### config.mk
export PLATFORM = sky130hd
export DESIGN_NAME = lmpa_arbiter
export DESIGN_NICKNAME = d
export VERILOG_FILES = /design/src/hw/lmpa_pkg.sv /design/src/hw/lmpa_arbiter.sv /design/src/hw/lmpa_pick.sv
export VERILOG_INCLUDE_DIRS = /design/src /design/src/hw
export SDC_FILE = /design/constraint.sdc
export NUM_CORES = 1
export LEC_CHECK = 0
export ABC_AREA = 1
export BUFFER_PORTS_ARGS = -buffer_cell sky130_fd_sc_hd__buf_4
export CAP_MARGIN = 0
export CORE_AREA = 8 8 262 264
export CTS_CLUSTER_SIZE = 20
export DETAILED_ROUTE_END_ITERATION = 10
export DIE_AREA = 0 0 270 272
export PLACE_DENSITY = 0.49
export SKIP_CTS_REPAIR_TIMING = 1
export SYNTH_ARGS = -nofsm -noshare
export SYNTH_HDL_FRONTEND = slang
export SYNTH_SLANG_ARGS = --single-unit
### constraint.sdc
create_clock -name sys_clk -period 1.6 [get_ports sys_clk]
set_input_delay 0.16 -clock sys_clk [delete_from_list [all_inputs] [get_ports sys_clk]]
set_output_delay 0.16 -clock sys_clk [all_outputs]
set_load 0.01 [all_outputs]
### src/hw/lmpa_defs.svh
// Constants for the line multiplexer priority arbiter
`ifndef LMPA_DEFS_SVH
`define LMPA_DEFS_SVH
`define LMPA_MAX_POS 64
`define LMPA_POS_W 6
`define LMPA_PLUG_W 9
`define LMPA_INDEX_W 15
`define LMPA_DATA_W 8
`define LMPA_PAIR_ID_W 7
`define LMPA_DEFAULT_POS 64
`endif

### src/hw/lmpa_pkg.sv
// Types shared by the line multiplexer priority arbiter
`default_nettype none
`include "lmpa_defs.svh"
package lmpa_pkg;
  typedef logic [`LMPA_POS_W-1:0] lmpa_pos_t;
  typedef logic [`LMPA_INDEX_W-1:0] lmpa_index_t;
  typedef logic [`LMPA_DATA_W-1:0] lmpa_data_t;
  typedef enum logic [2:0] {
    LMPA_IDLE = 3'h1,
    LMPA_GRANT = 3'h2,
    LMPA_RELEASE = 3'h4
  } lmpa_state_e;
endpackage
`default_nettype wire

### src/hw/lmpa_arbiter.sv
// Line multiplexer priority arbiter toward the processor channel
`default_nettype none
`include "lmpa_defs.svh"
module lmpa_arbiter #(
  parameter int NPOS = `LMPA_DEFAULT_POS
) (
  // Clock and reset
  input wire logic sys_clk,
  input wire logic rstn,
  // Static plugboard setting for the upper index bits
  input wire logic [`LMPA_PLUG_W-1:0] plug_index,
  // Line terminal side: odd positions are input, even positions output
  input wire logic [`LMPA_MAX_POS-1:0] line_terminal_req,
  input wire logic [`LMPA_MAX_POS*`LMPA_DATA_W-1:0] line_terminal_data,
  output logic [`LMPA_MAX_POS-1:0] line_terminal_done,
  // Processor channel side
  output logic input_data_req,
  output logic output_data_req,
  output lmpa_pkg::lmpa_data_t input_data,
  output lmpa_pkg::lmpa_index_t external_index,
  output logic [`LMPA_PAIR_ID_W-1:0] terminal_pair_id,
  input wire logic input_ack,
  input wire logic output_ack
);
  ////////////////////////////////////////////////////////////////////////////
  // reject illegal sizes at elaboration
  if (NPOS != 4 && NPOS != 8 && NPOS != 16 && NPOS != 32 && NPOS != 64) begin : g_bad_size
    $error("lmpa_arbiter: NPOS must be 4, 8, 16, 32 or 64");
  end

  // Position parity tells direction
  function automatic logic is_input_pos(input lmpa_pkg::lmpa_pos_t p);
    is_input_pos = p[0];
  endfunction

  // Pair id: positions 2k and 2k+1 share pair k
  function automatic logic [`LMPA_PAIR_ID_W-1:0] pair_of(input lmpa_pkg::lmpa_pos_t p);
    pair_of = {2'h0, p[`LMPA_POS_W-1:1]};
  endfunction

  // External index: plugboard bits above the position code
  function automatic lmpa_pkg::lmpa_index_t index_of(input logic [`LMPA_PLUG_W-1:0] plug,
    input lmpa_pkg::lmpa_pos_t p);
    index_of = {plug, p};
  endfunction

  ////////////////////////////////////////////////////////////////////////////
  // Pending mask, limited to built positions
  logic [`LMPA_MAX_POS-1:0] size_mask;
  logic [`LMPA_MAX_POS-1:0] pending;
  logic found;
  lmpa_pkg::lmpa_pos_t winner;

  // positions above size are absent, half odd half even
  always_comb begin
    size_mask = '0;
    for (int i = 0; i < NPOS; i++) begin
      size_mask[i] = 1'b1;
    end
  end

  // only live terminal requests are considered
  assign pending = line_terminal_req & size_mask;

  lmpa_pick #(.NPOS(NPOS)) i_lmpa_pick (
    .pending(pending),
    .found(found),
    .winner(winner)
  );

  ////////////////////////////////////////////////////////////////////////////
  // Grant state
  lmpa_pkg::lmpa_state_e state;
  lmpa_pkg::lmpa_state_e next_state;
  lmpa_pkg::lmpa_pos_t grant_pos;
  lmpa_pkg::lmpa_pos_t next_grant_pos;
  logic next_input_data_req;
  logic next_output_data_req;
  lmpa_pkg::lmpa_data_t next_input_data;
  lmpa_pkg::lmpa_index_t next_external_index;
  logic [`LMPA_PAIR_ID_W-1:0] next_terminal_pair_id;
  logic [`LMPA_MAX_POS-1:0] next_line_terminal_done;
  logic ack_hit;
  logic take_grant;
  logic take_ack;

  // Acknowledge must match the direction of the current grant
  // input ack ends an input transfer
  // output ack ends an output transfer
  assign ack_hit = is_input_pos(grant_pos) ? input_ack : output_ack;

  // Strobes shared by the three state groups
  // grants are taken only from idle
  assign take_grant = (state == lmpa_pkg::LMPA_IDLE) && found;
  // only the matching acknowledge ends a grant
  assign take_ack = (state == lmpa_pkg::LMPA_GRANT) && ack_hit;

  // Next state and granted position
  always_comb begin
    next_state = state;
    next_grant_pos = grant_pos;
    unique case (state)
      lmpa_pkg::LMPA_IDLE: begin
        // fresh evaluation every time the machine is idle
        if (take_grant) begin
          next_state = lmpa_pkg::LMPA_GRANT;
          next_grant_pos = winner;
        end
      end
      lmpa_pkg::LMPA_GRANT: begin
        // hold the grant until the matching acknowledge
        if (take_ack) begin
          next_state = lmpa_pkg::LMPA_RELEASE;
        end
      end
      lmpa_pkg::LMPA_RELEASE: begin
        // One spare cycle lets the terminal drop its request
        next_state = lmpa_pkg::LMPA_IDLE;
      end
      default: begin
        // Corrupted code falls back to idle
        next_state = lmpa_pkg::LMPA_IDLE;
      end
    endcase
  end

  // State registers
  always_ff @(posedge sys_clk or negedge rstn) begin
    if (!rstn) begin
      state <= lmpa_pkg::LMPA_IDLE;
      grant_pos <= '0;
    end else begin
      state <= next_state;
      grant_pos <= next_grant_pos;
    end
  end

  ////////////////////////////////////////////////////////////////////////////
  // Channel outputs, captured once at the grant
  // Data is latched so a terminal refilling its buffer cannot disturb it
  always_comb begin
    next_input_data_req = input_data_req;
    next_output_data_req = output_data_req;
    next_input_data = input_data;
    next_external_index = external_index;
    next_terminal_pair_id = terminal_pair_id;
    if (take_grant) begin
      // index goes out with every request
      // every position gives its own code
      // low bits are the position code
      next_external_index = index_of(plug_index, winner);
      // pair id of the granted position
      next_terminal_pair_id = pair_of(winner);
      if (is_input_pos(winner)) begin
        next_input_data = line_terminal_data[winner*`LMPA_DATA_W +: `LMPA_DATA_W];
        next_input_data_req = 1'b1;
      end else begin
        next_output_data_req = 1'b1;
      end
    end else if (take_ack || state != lmpa_pkg::LMPA_GRANT) begin
      // request falls at the acknowledge, index and data stay
      next_input_data_req = 1'b0;
      next_output_data_req = 1'b0;
    end
  end

  // Channel output registers
  always_ff @(posedge sys_clk or negedge rstn) begin
    if (!rstn) begin
      input_data_req <= 1'b0;
      output_data_req <= 1'b0;
      input_data <= '0;
      external_index <= '0;
      terminal_pair_id <= '0;
    end else begin
      input_data_req <= next_input_data_req;
      output_data_req <= next_output_data_req;
      input_data <= next_input_data;
      external_index <= next_external_index;
      terminal_pair_id <= next_terminal_pair_id;
    end
  end

  ////////////////////////////////////////////////////////////////////////////
  // Done pulse: one cycle on the granted bit, terminal clears its request
  always_comb begin
    next_line_terminal_done = '0;
    if (take_ack) begin
      next_line_terminal_done[grant_pos] = 1'b1;
    end
  end

  // Done pulse register
  always_ff @(posedge sys_clk or negedge rstn) begin
    if (!rstn) begin
      line_terminal_done <= '0;
    end else begin
      line_terminal_done <= next_line_terminal_done;
    end
  end
endmodule
`default_nettype wire

### src/hw/lmpa_pick.sv
// Highest-numbered pending position finder
`default_nettype none
`include "lmpa_defs.svh"
module lmpa_pick #(
  parameter int NPOS = `LMPA_DEFAULT_POS
) (
  // Pending requests, one per position
  input wire logic [`LMPA_MAX_POS-1:0] pending,
  // Winner
  output logic found,
  output lmpa_pkg::lmpa_pos_t winner
);
  // Scan low to high so the highest set position is kept last
  always_comb begin
    found = 1'b0;
    winner = '0;
    for (int i = 0; i < NPOS; i++) begin
      if (pending[i]) begin
        found = 1'b1;
        winner = lmpa_pkg::lmpa_pos_t'(i);
      end
    end
  end
endmodule
`default_nettype wire

==> flow_summary.ini <==
[status]
outcome = finished, violations left
failed_checks = negative setup slack

[worst_setup_path]
cp_top_family = simple AND/OR/NAND/NOR gates
cpPeakStageDelay_ns = 0.21
cp_max_fo = 7
crit_path_start_kind = input pin
slowest_stage = clkbuf_16
cp_num_buf_inv = 4
reg2reg_to = input_data[1]
reg2reg_from = state[0]
path_class = in2reg
cp_data_required_time_ns = 1.85
endpoint_kind = register
cp-startpoint = line_terminal_req[3]
r2r_cells = 9
rrSetupSlack_ns = -0.12
crit_arrival_ns = 4.71
worstSetupPathDepth = 75
worst_path_most_repeated_cell = nand2_1

[clock_tree]
cts_buffers = 9
clockBufferDepth = 2
cts_num_sinks = 92
htreeDepth = 3
root_buffer = clkbuf_16
clk_latency_ns = 0.35
cts_tree = yes
cts.clk_slew.worst_paths_ns = 0.08

[grt]
track_usage_pct = 19.1
top_usage_layer = met2
grt_max_degree = 56
antenna_found_initial = 8
grt_pass1_wl_mm = 105
grt_use_met1_pct = 22.8
grt_pass1_vias = 15400
met3_usage_pct = 5.05
use_met2_pct = 33.7
overflow = 0

[hold_path]
min-delay-start = plug_index[0]
holdPathStages = 3
whs_endpoint = external_index[6]
hold_path_class = in2reg

[yosys]
synth_top_area_share_pct = 31.4
yosysSeqAreaShare_pct = 22.4
syn_area_per_cell_um2 = 5.50
yosys-top-cells-area = nand3_1 31%, dfrtp_1 22%, nand2_1 19%
netlist_area_mm2 = 0.0103
synth_area_leader_cell = nand3_1
synthDistinctLibCells = 29
yosys_warnings = 0
synth_cells = 1868
synth_seq_cells = 92

[floorplanning]
die_h_um = 272
die_w_um = 270
initial_utilization_pct = 15.9
dieArea_mm2 = 0.0734
io_pins = 685
core_area_mm2 = 0.0648
rows = 94

[drt]
wl_per_cell_um = 22.2
drtAntennaViolNets = 0
first_pass_iters = 5
drc = 0
vias_per_cell = 4.37
num_vias = 15300
wl_mm = 77.8
drtIter0Drc = 978

[pwr]
combPwrFrac_pct = 57.4
power_leakage_nw = 10.6
sw_frac_of_total_pct = 41.9
power.share.sequential_pct = 24.3
peakVddDrop_mv = 0.553
power_density_mw_per_mm2 = 641
clock_power_share_pct = 18.3
p_int_mw = 7.23
power.switching_mw = 5.21

[timing]
tns_ns = -31.81
fin_crit_sh_pct = 279
finalHoldViolations = 0
clock_skew_ns = 0.00694
fin_ws_ns = -2.86
fmax_mhz = 224
fin_crit_ns = 4.46
setup_violations = 19
rsz0062_at_grt = true
drv_slew = 0
holdWs_ns = 0.000629

[flow_run]
max_cap_violations = 0

[final_layout]
final_common_cell = buf_4
nNetsFinal = 3224
drive_gt1_share_pct = 39.9
utilization_pct = 30.0
mostFrequentLayoutCells = 800 x buf_4, 574 x nand3_1, 477 x nand2_1
syn_to_final_growth_pct = 89.0

[placed_design]
io_buffers = 682
gp_congestion = 0.919
dp_hpwl_mm = 64.1
## cells by family (layout without fill, tap and decap cells)
group                  after synthesis  after routing  synth area share (%)
flip-flops                          92             92                  22.4
AO/OA/AOI/OAI                       27             27                  1.50
AND/OR/NAND/NOR                   1339           1340                  59.5
buffers and inverters              409           1179                  16.5
other                                1              7                0.0365
## synthesized netlist by cell type, drive strengths merged
master,n
clkbuf,62
o21a,1
nor2,103
dfstp,1
nor3,4
dfrtp,91
nand3b,64
nand4,2
buf,77
o21ai,15
nor4,4
inv,269
o21bai,2
clkinv,1
o31ai,1
nand2,518
conb,1
o311ai,1
a31oi,1
a211o,1
nand3,644
a21oi,5
## worst reg2reg max path, stage by stage (launching register included)
cell and delay, ns:
dfstp_2 0.54, nand2_1 0.05, nor2_1 0.30, nand2_8 0.12, buf_12 0.15, nor2_4 0.12
inv_2 0.06, buf_4 0.16, nand2_1 0.07, nand2_1 0.05
## through the flow
stage,worst slack (ns),cells,area (µm²),total power [mW]
floorplan,-2.21,1869,10400,5.69
global placement,-3.51,3449,17700,9.57
detailed placement,-3.36,3449,17700,9.58
CTS,-2.99,3465,18000,11.9
global route,-3.52,3509,19400,13.3
finish,-2.86,3509,19400,12.4
## power groups by stage
| stage | clock network (mW) | logic [mW] | registers (mW) |
|---|---|---|---|
| after global placement | 0 | 6.50 | 3.07 |
| after detailed placement | 0 | 6.52 | 3.07 |
| after floorplan | 0 | 2.55 | 3.14 |
| final | 2.28 | 7.15 | 3.02 |
| after CTS | 2.35 | 6.54 | 3.02 |
| after global routing | 2.43 | 7.79 | 3.07 |
## metal layers
metal / share of wire, % / vias up
li1: - / 7522
met1: 41 / 7113
met2: 50 / 622
met3: 7.2 / 75
met4: 2.6 / 6
met5: 0.044 / -
## flip-flops by register name, summed over array words and instances, names as in the netlist
name                cells
line_terminal_done     64
external_index         10
input_data              8
grant_pos               5
state                   3
input_data_req          1
output_data_req         1
## worst max-delay path by stage
stage,slack (ns),to
after floorplan,-2.21,input_data[2]
after global placement,-3.51,input_data[6]
after detailed placement,-3.36,input_data[6]
after CTS,-2.99,input_data[6]
after global routing,-3.52,input_data[4]
final,-2.86,input_data[1]
## area by class of cell
type                       count  area [µm²]
clock inverter                 7        90.1
inverter                     270        1040
tap                          864        1080
sequential                    92        2300
fill                        7332       45400
timing repair buffer         893        7710
multi-input combinational   1369        6960
clock buffer                   9         225
antenna                        5        12.5
No activity file was read; power rests on OpenSTA's default activity.
